### src/inc/ddb_map.svh
`ifndef DDB_MAP_SVH
`define DDB_MAP_SVH

// data lane layout
`define DDB_LANE_W 9
`define DDB_LANES 2
// address width is small because the array is built from flip-flops
`define DDB_ADDR_W 4
// synchroniser depth on every pin input
`define DDB_SYNC_STAGES 2
// dll lock time in main_timing_pos cycles
`define DDB_LOCK_KCYC 2048
// clock period and power-up settle time
`define DDB_MCLK_NS 100
`define DDB_KINIT_NS 20000
`define DDB_KINIT_CYC ((`DDB_KINIT_NS + `DDB_MCLK_NS - 1) / `DDB_MCLK_NS)

`endif

### src/inc/ddb_pkg.sv
`default_nettype none
package ddb_pkg;

  typedef enum logic [2:0] {
    DDB_CMD_DESEL = 3'h1,
    DDB_CMD_READ  = 3'h2,
    DDB_CMD_WRITE = 3'h4
  } ddb_cmd_t;

  typedef enum logic [2:0] {
    DDB_RO_IDLE  = 3'h1,
    DDB_RO_BEAT1 = 3'h2,
    DDB_RO_BEAT2 = 3'h4
  } ddb_rd_t;

  typedef enum logic [1:0] {
    DDB_WI_IDLE  = 2'h1,
    DDB_WI_BEAT2 = 2'h2
  } ddb_wr_t;

endpackage
`default_nettype wire

### src/hdl/ddb_sync2.sv
`timescale 1ns/1ps
`default_nettype none
module ddb_sync2 #(
  parameter int W = 1
) (
  input  wire logic         mclk,
  input  wire logic         resetn,
  input  wire logic [W-1:0] pinIn,
  output logic      [W-1:0] pinOut
);

  typedef struct packed {
    logic [W-1:0] s1;
    logic [W-1:0] s2;
  } ddb_sync_t;

  ddb_sync_t s_q;
  ddb_sync_t s_d;

  // first stage feeds only the second stage
  always_comb begin
    s_d    = s_q;
    s_d.s1 = pinIn;
    s_d.s2 = s_q.s1;
  end

  always_ff @(posedge mclk or negedge resetn) begin
    if (!resetn) begin
      s_q <= '0;
    end else begin
      s_q <= s_d;
    end
  end

  assign pinOut = s_q.s2;

endmodule
`default_nettype wire

### src/hdl/ddb_mem.sv
`timescale 1ns/1ps
`default_nettype none
`include "ddb_map.svh"
module ddb_mem #(
  parameter int ADDR_W = `DDB_ADDR_W,
  parameter int LANE_W = `DDB_LANE_W,
  parameter int LANES  = `DDB_LANES
) (
  input  wire logic                          mclk,
  input  wire logic                          resetn,
  input  wire logic                          wrEn,
  input  wire logic [ADDR_W-1:0]             wrAddr,
  input  wire logic [2*LANES*LANE_W-1:0]     wrWord,
  input  wire logic [2*LANES-1:0]            wrMaskN,
  input  wire logic [ADDR_W-1:0]             rdAddr,
  output logic      [2*LANES*LANE_W-1:0]     rdWord
);

  localparam int ML     = 2 * LANES;
  localparam int WORD_W = ML * LANE_W;
  localparam int DEPTH  = 1 << ADDR_W;

  logic [DEPTH-1:0][WORD_W-1:0] memQ;
  logic [DEPTH-1:0][WORD_W-1:0] memD;

  // per-lane mask
  // a high mask bit keeps the stored lane untouched
  function automatic logic [WORD_W-1:0] mergeLanes(
    input logic [WORD_W-1:0] oldWord,
    input logic [WORD_W-1:0] newWord,
    input logic [ML-1:0]     maskN
  );
    logic [WORD_W-1:0] res;
    res = oldWord;
    for (int i = 0; i < ML; i++) begin
      if (!maskN[i]) begin
        res[i*LANE_W +: LANE_W] = newWord[i*LANE_W +: LANE_W];
      end
    end
    return res;
  endfunction

  always_comb begin
    memD = memQ;
    if (wrEn) begin
      memD[wrAddr] = mergeLanes(memQ[wrAddr], wrWord, wrMaskN);
    end
  end

  always_ff @(posedge mclk or negedge resetn) begin
    if (!resetn) begin
      memQ <= '0;
    end else begin
      memQ <= memD;
    end
  end

  assign rdWord = memQ[rdAddr];

endmodule
`default_nettype wire

### src/hdl/ddb_sram_port.sv
// How it works
// - Address, load_n and read_not_write are sampled at each main_timing_pos rise.
// - load_n low with read_not_write high starts a pipelined read.
// - Reads are pipelined; a new read may be accepted every cycle.
// - Each read or write command moves exactly two beats, pos edge then neg edge; a deselect moves none.
// - A new command may arrive on every main_timing_pos cycle.
// - Deselects travel through the same pipeline depth as reads.
// - A deselect after a read finishes both read beats before releasing the bus.
// - With load_n high, address and direction are ignored; a deselect is loaded and the address is held.
// - The bus goes idle only after all outstanding bursts complete.
// - Write beat two is taken at the following main_timing_neg rise.
// - Each write command forms one two-beat, double-width write.
// - Byte masks are sampled with their data beat.
// - A high byte_write_n lane leaves stored data unchanged.
// - Every 9-bit lane is masked independently in either beat.
// - The DLL is disabled while dll_disable_n is low.
// - Deselect or write leaves data drivers off for one cycle, two cycles later.
`timescale 1ns/1ps
`default_nettype none
`include "ddb_map.svh"
module ddb_sram_port
  import ddb_pkg::*;
#(
  parameter int ADDR_W    = `DDB_ADDR_W,
  parameter int LANE_W    = `DDB_LANE_W,
  parameter int LANES     = `DDB_LANES,
  parameter int LOCK_KCYC = `DDB_LOCK_KCYC,
  parameter int KINIT_CYC = `DDB_KINIT_CYC
) (
  input  wire logic                      mclk,
  input  wire logic                      resetn,
  input  wire logic                      main_timing_pos,
  input  wire logic                      main_timing_neg,
  input  wire logic [ADDR_W-1:0]         sync_address_in,
  input  wire logic                      load_n,
  input  wire logic                      read_not_write,
  input  wire logic [LANES-1:0]          byte_write_n,
  input  wire logic [LANES*LANE_W-1:0]   dqIn,
  output logic      [LANES*LANE_W-1:0]   dqOut,
  output logic                           dqOe,
  input  wire logic                      dll_disable_n,
  output logic                           read_valid_out,
  output logic                           dllLocked,
  output logic                           clocksSettled
);

  localparam int DATA_W = LANES * LANE_W;
  localparam int SYNC_W = 5 + ADDR_W + LANES + DATA_W;
  localparam int LOCK_W = $clog2(LOCK_KCYC + 1);
  localparam int INIT_W = $clog2(KINIT_CYC + 1);

  typedef struct packed {
    logic                  kPrev;
    logic                  knPrev;
    ddb_cmd_t              st1Cmd;
    logic [ADDR_W-1:0]     st1Addr;
    ddb_cmd_t              st2Cmd;
    logic [ADDR_W-1:0]     st2Addr;
    ddb_rd_t               roPhase;
    logic [2*DATA_W-1:0]   rdWord;
    logic [DATA_W-1:0]     dqOut;
    logic                  dqOe;
    ddb_wr_t               wiPhase;
    logic [ADDR_W-1:0]     wrAddr;
    logic [DATA_W-1:0]     wrLow;
    logic [LANES-1:0]      wrLowMaskN;
    logic [LOCK_W-1:0]     lockCnt;
    logic                  dllLocked;
    logic [INIT_W-1:0]     initCnt;
    logic                  settled;
  } ddb_state_t;

  ddb_state_t s_q;
  ddb_state_t s_d;

  logic [SYNC_W-1:0]     pinSync;
  logic                  kSync;
  logic                  knSync;
  logic                  ldSync;
  logic                  rwSync;
  logic                  dllSync;
  logic [ADDR_W-1:0]     addrSync;
  logic [LANES-1:0]      bwSync;
  logic [DATA_W-1:0]     dqSync;
  logic                  kRise;
  logic                  knRise;
  logic                  memWrEn;
  logic [2*DATA_W-1:0]   memRdata;
  logic [DATA_W-1:0]     rdLow;
  logic [DATA_W-1:0]     wordHi;

  // every pin passes the same two stages, so relative timing is kept
  ddb_sync2 #(
    .W (SYNC_W)
  ) u_sync (
    .mclk   (mclk),
    .resetn (resetn),
    .pinIn  ({main_timing_pos, main_timing_neg, load_n, read_not_write,
              dll_disable_n, sync_address_in, byte_write_n, dqIn}),
    .pinOut (pinSync)
  );

  assign {kSync, knSync, ldSync, rwSync, dllSync, addrSync, bwSync, dqSync} = pinSync;
  assign kRise  = kSync & ~s_q.kPrev;
  assign knRise = knSync & ~s_q.knPrev;
  assign rdLow  = memRdata[DATA_W-1:0];
  assign wordHi = s_q.rdWord[2*DATA_W-1:DATA_W];

  function automatic ddb_cmd_t cmdDecode(input logic ldN, input logic rdNotWr);
    if (ldN) begin
      return DDB_CMD_DESEL;
    end
    return rdNotWr ? DDB_CMD_READ : DDB_CMD_WRITE;
  endfunction

  assign memWrEn = (s_q.wiPhase == DDB_WI_BEAT2) && knRise;

  // reads look up the array at output time, after earlier writes landed
  ddb_mem #(
    .ADDR_W (ADDR_W),
    .LANE_W (LANE_W),
    .LANES  (LANES)
  ) u_mem (
    .mclk    (mclk),
    .resetn  (resetn),
    .wrEn    (memWrEn),
    .wrAddr  (s_q.wrAddr),
    .wrWord  ({dqSync, s_q.wrLow}),
    .wrMaskN ({bwSync, s_q.wrLowMaskN}),
    .rdAddr  (s_q.st2Addr),
    .rdWord  (memRdata)
  );

  always_comb begin
    s_d        = s_q;
    s_d.kPrev  = kSync;
    s_d.knPrev = knSync;

    if (kRise) begin
      s_d.st2Cmd  = s_q.st1Cmd;
      s_d.st2Addr = s_q.st1Addr;
      // every edge loads; load_n high ignores inputs
      s_d.st1Cmd  = cmdDecode(ldSync, rwSync);
      s_d.st1Addr = ldSync ? s_q.st1Addr : addrSync;
    end

    // read output side; kRise wins, a late neg edge never stretches a burst
    case (s_q.roPhase)
      DDB_RO_IDLE, DDB_RO_BEAT2: begin
        if (kRise) begin
          if (s_q.st2Cmd == DDB_CMD_READ) begin
            s_d.rdWord  = memRdata;
            s_d.dqOut   = rdLow;
            s_d.dqOe    = 1'b1;
            s_d.roPhase = DDB_RO_BEAT1;
          end else begin
            s_d.dqOe    = 1'b0;
            s_d.roPhase = DDB_RO_IDLE;
          end
        end
      end
      DDB_RO_BEAT1: begin
        if (kRise) begin
          if (s_q.st2Cmd == DDB_CMD_READ) begin
            s_d.rdWord  = memRdata;
            s_d.dqOut   = rdLow;
            s_d.roPhase = DDB_RO_BEAT1;
          end else begin
            s_d.dqOe    = 1'b0;
            s_d.roPhase = DDB_RO_IDLE;
          end
        end else if (knRise) begin
          s_d.dqOut   = wordHi;
          s_d.roPhase = DDB_RO_BEAT2;
        end
      end
      default: begin
        s_d.dqOe    = 1'b0;
        s_d.roPhase = DDB_RO_IDLE;
      end
    endcase

    // write input side
    case (s_q.wiPhase)
      DDB_WI_IDLE, DDB_WI_BEAT2: begin
        if (kRise && s_q.st1Cmd == DDB_CMD_WRITE) begin
          s_d.wrAddr     = s_q.st1Addr;
          s_d.wrLow      = dqSync;
          s_d.wrLowMaskN = bwSync;
          s_d.wiPhase    = DDB_WI_BEAT2;
        end else if (knRise) begin
          s_d.wiPhase = DDB_WI_IDLE;
        end
      end
      default: begin
        s_d.wiPhase = DDB_WI_IDLE;
      end
    endcase

    if (!dllSync) begin
      s_d.lockCnt   = '0;
      s_d.dllLocked = 1'b0;
    end else if (kRise && !s_q.dllLocked) begin
      s_d.lockCnt = s_q.lockCnt + 1'b1;
      if (s_q.lockCnt == LOCK_W'(LOCK_KCYC - 1)) begin
        s_d.dllLocked = 1'b1;
      end
    end

    // power-up settle window, counted on mclk
    if (!s_q.settled) begin
      s_d.initCnt = s_q.initCnt + 1'b1;
      if (s_q.initCnt == INIT_W'(KINIT_CYC - 1)) begin
        s_d.settled = 1'b1;
      end
    end
  end

  always_ff @(posedge mclk or negedge resetn) begin
    if (!resetn) begin
      s_q         <= '0;
      s_q.st1Cmd  <= DDB_CMD_DESEL;
      s_q.st2Cmd  <= DDB_CMD_DESEL;
      s_q.roPhase <= DDB_RO_IDLE;
      s_q.wiPhase <= DDB_WI_IDLE;
    end else begin
      s_q <= s_d;
    end
  end

  assign dqOut          = s_q.dqOut;
  assign dqOe           = s_q.dqOe;
  assign read_valid_out = s_q.dqOe;
  assign dllLocked      = s_q.dllLocked;
  assign clocksSettled  = s_q.settled;
endmodule
`default_nettype wire

### config.mk
export PLATFORM = sky130hd
export DESIGN_NAME = ddb_sram_port
export DESIGN_NICKNAME = d
export VERILOG_FILES = /design/src/inc/ddb_pkg.sv /design/src/hdl/ddb_sync2.sv /design/src/hdl/ddb_mem.sv /design/src/hdl/ddb_sram_port.sv
export VERILOG_INCLUDE_DIRS = /design/src /design/src/inc
export SDC_FILE = /design/constraint.sdc
export NUM_CORES = 2
export LEC_CHECK = 0
export BUFFER_PORTS_ARGS = -buffer_cell sky130_fd_sc_hd__buf_2
export CORE_AREA = 3 3 319 321
export CTS_CLUSTER_SIZE = 12
export DETAILED_ROUTE_END_ITERATION = 7
export DIE_AREA = 0 0 322 324
export PLACE_DENSITY = 0.62
export SLEW_MARGIN = 0
export SYNTH_ARGS = -nofsm -noshare
export SYNTH_HDL_FRONTEND = slang
export SYNTH_SLANG_ARGS = --single-unit
### constraint.sdc
create_clock -name mclk -period 3.3 [get_ports mclk]
set_input_delay 0.165 -clock mclk [delete_from_list [all_inputs] [get_ports mclk]]
set_output_delay 0.165 -clock mclk [all_outputs]
set_load 0.01 [all_outputs]
Word-level counts from Yosys, hierarchy flattened:

Cells that the tools add are included.

* bitwise operators: 5
* multiplexer cells: 42
* equality and inequality tests: 16
* $add $sub $neg: 2
* reduce and logical (&&, ||, !) cells: 15
* $lt $le $gt $ge: 3

Operators by type and width (number)
* $bwmux 576: 1
* $bmux 36 s4: 2
* $demux 36 s4: 1
* $mux 36: 4
* $pmux 54 s2: 1
* $mux 9: 8
* $mux 58: 1
* $mux 54: 1
* $mux 18: 2
* $mux 13: 2
* $mux 3: 5
* $add 12x1->12 const B: 1
* $eq 12x11->1 const B: 1
* $lt 4x5->1 const B: 2
* $ne 2x2->1 const B: 5
* $reduce_and 3->1: 3
* $add 8x1->8 const B: 1
* $eq 8x8->1 const B: 1
* $mux 1: 8
* $mux 2: 4
* $reduce_and 2->1: 4
* $eq 3x2->1 const B: 2
* $eq 3x3->1 const B: 2
* $ne 3x3->1 const B: 2
* 12 further kinds: 19

* word-level logic and storage cells: 119
* output and inout port bits: 22
* flip-flop bits (word level): 756
* input port bits: 31

Logic depth before layout (Yosys ltp):

* depth after elaboration: 5
* gate-level depth with buffers: 10
* mapped depth without buffers: 7

By module:

From an unflattened synthesis, not the netlist that was laid out.

* cell total of the unflattened synthesis: 3764
* area, all modules: 39980.8 µm²

Modules (own cells, without submodules)
* ddb_mem: times used 1, area each 33898.8 µm², sequential area each 14413.8 µm², cells an instance 3344
* ddb_sram_port: times used 1, area each 4630.7 µm², sequential area each 2607.5 µm², cells an instance 362
* ddb_sync2: times used 1, area each 1451.4 µm², sequential area each 1451.4 µm², cells an instance 58

Least setup slack after synthesis:

OpenSTA, ideal clock, no wires.

* path type: flip-flop to flip-flop
* from: register s_q[42] in the netlist's numbering
* to: register u_mem.memQ[287] in the netlist's numbering
* buffers on the path: 4
* arrival: 2.347 ns
* path slack: 0.826 ns
* required time: 3.174 ns
* clock period less this slack: 2.474 ns
* setup time: 0.126 ns
* cell stages (with the launch flop): 10
* cells stage by stage: dfrtp_1 buf_6 buf_6 buf_2 mux4_2 mux2_2 a221o_1 o21ai_2 buf_6 o21ai_2

* cells in the longest elaborated chain, start to end: 5
* elaborated cells on any way between the ends: 10
* those cells by class: 2 x order compare; 7 x mux; 1 x reduce/logical

RTL lines
* start: declaration: line ddb_sram_port.sv:73 `ddb_state_t s_q;`
* $lt 4x5->1 (not written as such), or another cell as far along: line ddb_mem.sv:46 `memD[wrAddr] = mergeLanes(memQ[wrAddr], wrWord, wrMaskN);`
* $logic_and 1x1->1 (not written as such) / $mux 36 (equally long branches): line ddb_mem.sv:46
* $mux 36 (not written as such) / $mux 9 (equally long branches): line ddb_mem.sv:46, ddb_mem.sv:36
* $demux 36 s4 / $mux 9 (equally long branches)
* $bwmux 576 *: line ddb_mem.sv:46
* end signal: assignment: line ddb_mem.sv:54 `memQ <= memD;`
* end: declaration: line ddb_mem.sv:23 `logic [DEPTH-1:0][WORD_W-1:0] memQ;`

Every way passes the cells marked *; elsewhere a longest branch is shown, timed or not. The select of a mux whose other input is x is not followed.
A chain may end at the register's enable or synchronous reset.

Final worst setup path:

* from: register s_q[42] in the netlist's numbering
* to: register u_mem.memQ[216] in the netlist's numbering

Same word-level chain as after synthesis.

==> impl_metrics.ini <==
[global_routing]
grt_pass1_wl_mm = 167
grt_start_max_net_pins = 110
grt_use_total_pct = 21.0
grt_pass1_vias = 26000
grt-ovfl-total = 0
antenna_found_initial = 2

[clock_network]
numCtsBuffers = 78
cts_setup_buffers = 0
cts_buffer_depth = 3
cts_resized = 0
htreeDepth = 3
clkTransAtPathRegs_ns = 0.06
cts-root-buf = clkbuf_16
clock_sinks = 738
cts_tree = built
clock_latency_ns = 0.66
hold_buffers = 30

[synthesis]
postSynth.asyncResetShare_pct = 100
synth_fp_nets = 3312
synth_cell_type_count = 53
synth.avg_cell_area_um2 = 10.9
ys_ff_latch = 738
synth-main-ff-cell = dfrtp_1
yosysWarnings = 0
syn_inst = 3278
synth_seq_area_share_pct = 51.9
synth_edf_count = 0
syn_area_um2 = 35600

[floorplan]
die-width_um = 322
initial_core_util_pct = 35.8
core_area_um2 = 99600
dieArea_um2 = 104000
placementRows = 116
fp.dieH_um = 324
io_pins = 53

[detailed_routing]
first_pass_iters = 6
wl_met1_mm = 48.4
wl_met2_mm = 50.1
avgViaCountPerCell = 5.67
drt-total-wl_mm = 109
drt_iter0_markers = 2716
drcViolationCount = 0
wl_met3_mm = 7.37
ant_nets = 0
avgRoutedWirePerCell_um = 23.5
via_count = 26300
routed.top_layer = met5

[final_layout]
fin_nets = 3321
num_antenna_cells = 0
syn2layout_area_growth_pct = 14.7
drive_above_1_share_pct = 18.8

[power_and_ir_drop]
p_leak_nw = 17.5
max-vdd-ir-drop_v = 0.000408
power_mw = 25.7
powerDensity_nw_per_um2 = 629

[min_path]
hp-class = input pin to asynchronous set/reset pin

[worst_setup_path]
path_class = register to register
crit_path_end_kind = register
r2r_slack_ns = 0.28
r2r_start = s_q[42]
cp_max_fo = 31
critPathLaunch = s_q[42]
worstPathArrival_ns = 3.49
cp.required_ns = 3.78
critPathLaunchType = register

[sta]
timing.fmax_ghz = 0.332
finalClockSkew_ns = 0.0314
slew_headroom_pct = 25.0
rsz0062_at_grt = no
worstMarginPinSlew_ns = 1.13
layout_min_cycle_time_ns = 3.02
finalSetupViolations = 0
timing.final.crit_share_pct = 91.4
drv_slew = 0
fin_tns_setup_ns = 0
hold_viol = 0

[flow_run]
drv_cap = 0

[place]
io_buffer_count = 52
dp_hpwl_mm = 67.7
globalplace.congestion = 0.829

[run_status]
outcome = complete, no violations
critical path, cell delays in order (launching register included):
cell     delay [ns]
dfrtp_4        0.44
buf_12         0.28
buf_4          0.30
mux4_2         0.52
mux2i_1        0.16
nor2_1         0.06
o22ai_1        0.78
o21ai_0        0.26
Yosys cell counts (2+ instances only):
cell / instances / area share (%)
clkbuf_2: 4 / 0.056
inv_1: 7 / 0.074
dfstp_2: 4 / 0.30
o21ai_2: 18 / 0.44
a21boi_0: 4 / 0.084
nand2b_1: 4 / 0.070
mux4_2: 185 / 12
a22oi_1: 66 / 1.4
a32oi_1: 16 / 0.39
or3b_2: 2 / 0.049
ha_1: 3 / 0.11
nor2_1: 52 / 0.55
a221o_1: 16 / 0.45
nand3_1: 43 / 0.60
nand3b_1: 4 / 0.084
xor2_1: 5 / 0.12
o21ai_0: 600 / 8.4
o21ai_1: 13 / 0.18
clkbuf_1: 231 / 2.4
a21o_1: 20 / 0.42
and4_1: 2 / 0.049
mux2i_1: 234 / 6.6
nand2_1: 728 / 7.7
xnor2_1: 14 / 0.34
o22ai_1: 21 / 0.37
a31oi_1: 17 / 0.30
o211ai_1: 2 / 0.042
nor2b_1: 11 / 0.19
a211oi_1: 2 / 0.042
nor3_1: 4 / 0.056
mux2_2: 63 / 2.0
dfrtp_1: 734 / 52
o31ai_1: 2 / 0.042
buf_1: 19 / 0.20
buf_6: 5 / 0.16
or3_1: 3 / 0.053
nand4_1: 6 / 0.11
buf_4: 21 / 0.44
a21oi_1: 3 / 0.042
o221ai_1: 36 / 0.89
buf_2: 33 / 0.46
and2_1: 10 / 0.18
per-layer routing:
metal / vias to the layer above / track usage (%)
met5: - / 0
met4: 4 / 6.13
met3: 184 / 3.84
met2: 948 / 33.2
met1: 13500 / 29.5
li1: 11700 / -
path summary, 6_finish.rpt:
path / to / cells after the start
max: u_mem.memQ[216] / 7
min: s_q[5] / 2
max reg2reg: u_mem.memQ[216] / 7
min reg2reg: u_sync.pinOut[23] / 0
max in group asynchronous: u_mem.memQ[219] / 3
min in group mclk: u_sync.s_d[22] / 2
flip-flops by register name, summed over array words and instances (netlist names):
signal         flops
s_q               83
u_sync.pinOut     29
u_mem.memQ       576
dqOut             18
clocksSettled      1
u_sync.s_d        29
dllLocked          1
dqOe               1
power by group:
group | switching [mW] | internal (mW) | total [mW]
combinational | 4.08 | 2.50 | 6.58
sequential | 0.784 | 9.49 | 10.3
clock | 3.80 | 5.05 | 8.85
total | 8.67 | 17.0 | 25.7
cells by family (layout without fill, tap and decap cells):
kind of cell / after synthesis / after routing / share of synthesized area [%]
xor gates and xnor gates: 19 / 19 / 0.467
adders and majority gates: 3 / 3 / 0.105
AOI/OAI and AO/OA: 842 / 842 / 13.7
buffers and inverters: 321 / 388 / 3.84
and+or+nand+nor: 873 / 873 / 9.75
DFF: 738 / 738 / 51.9
muxes: 482 / 482 / 20.3
cells in the final DEF, fill, tap and decap left out, types with 5 or more instances in the layout:
cell           synthesis  routed
o21ai_2               18      18
o21ai_0              600     600
a21o_1                20      20
buf_4                 21     125
o21ai_1               13      13
mux2_2                63      63
xor2_1                 5       5
clkbuf_8               0      17
xnor2_1               14      14
a32oi_1               16      16
a22oi_1               66      66
nand2_1              728     716
nor2b_1               11       9
nand3_1               43      39
nand4_1                6       6
a221o_1               16      16
inv_1                  7       7
nor2_1                52      48
a31oi_1               17      17
buf_2                 33      51
clkinv_2               0       8
o22ai_1               21      21
clkbuf_16              0      78
mux2i_1              234     234
clkbuf_1             231      25
nand2_4                0      10
o221ai_1              36      36
dlygate4sd3_1          0      30
mux4_2               185     185
dfrtp_1              734     726
and2_1                10      10
buf_12                 0      35
through the flow:
stage / instance area [µm²] / cells / setup WS (ns) / util, % / hold WS (ns)
2_1_floorplan: 35600 / 3278 / 0.826 / - / -0.131
3_3_place_gp: 38000 / 4475 / 0.326 / 38.1 / 0.162
3_5_place_dp: 38000 / 4475 / 0.305 / 38.1 / 0.163
4_1_cts: 40800 / 4643 / 0.299 / 41.0 / 0.0517
5_1_grt: 40800 / 4643 / 0.118 / 41.0 / 0.0676
6_report: 40800 / 4643 / 0.285 / 41.0 / 0.0520
final cells by class:
class	instances	area, µm²
Fill cell	9470	58700
Sequential cell	738	18500
Multi-Input combinational cell	2219	15900
Clock buffer	120	2280
Timing Repair Buffer	242	2210
Tap cell	1298	1620
Clock inverter	18	273
Inverter	8	30.0
No activity file was read; power rests on OpenSTA's default activity.
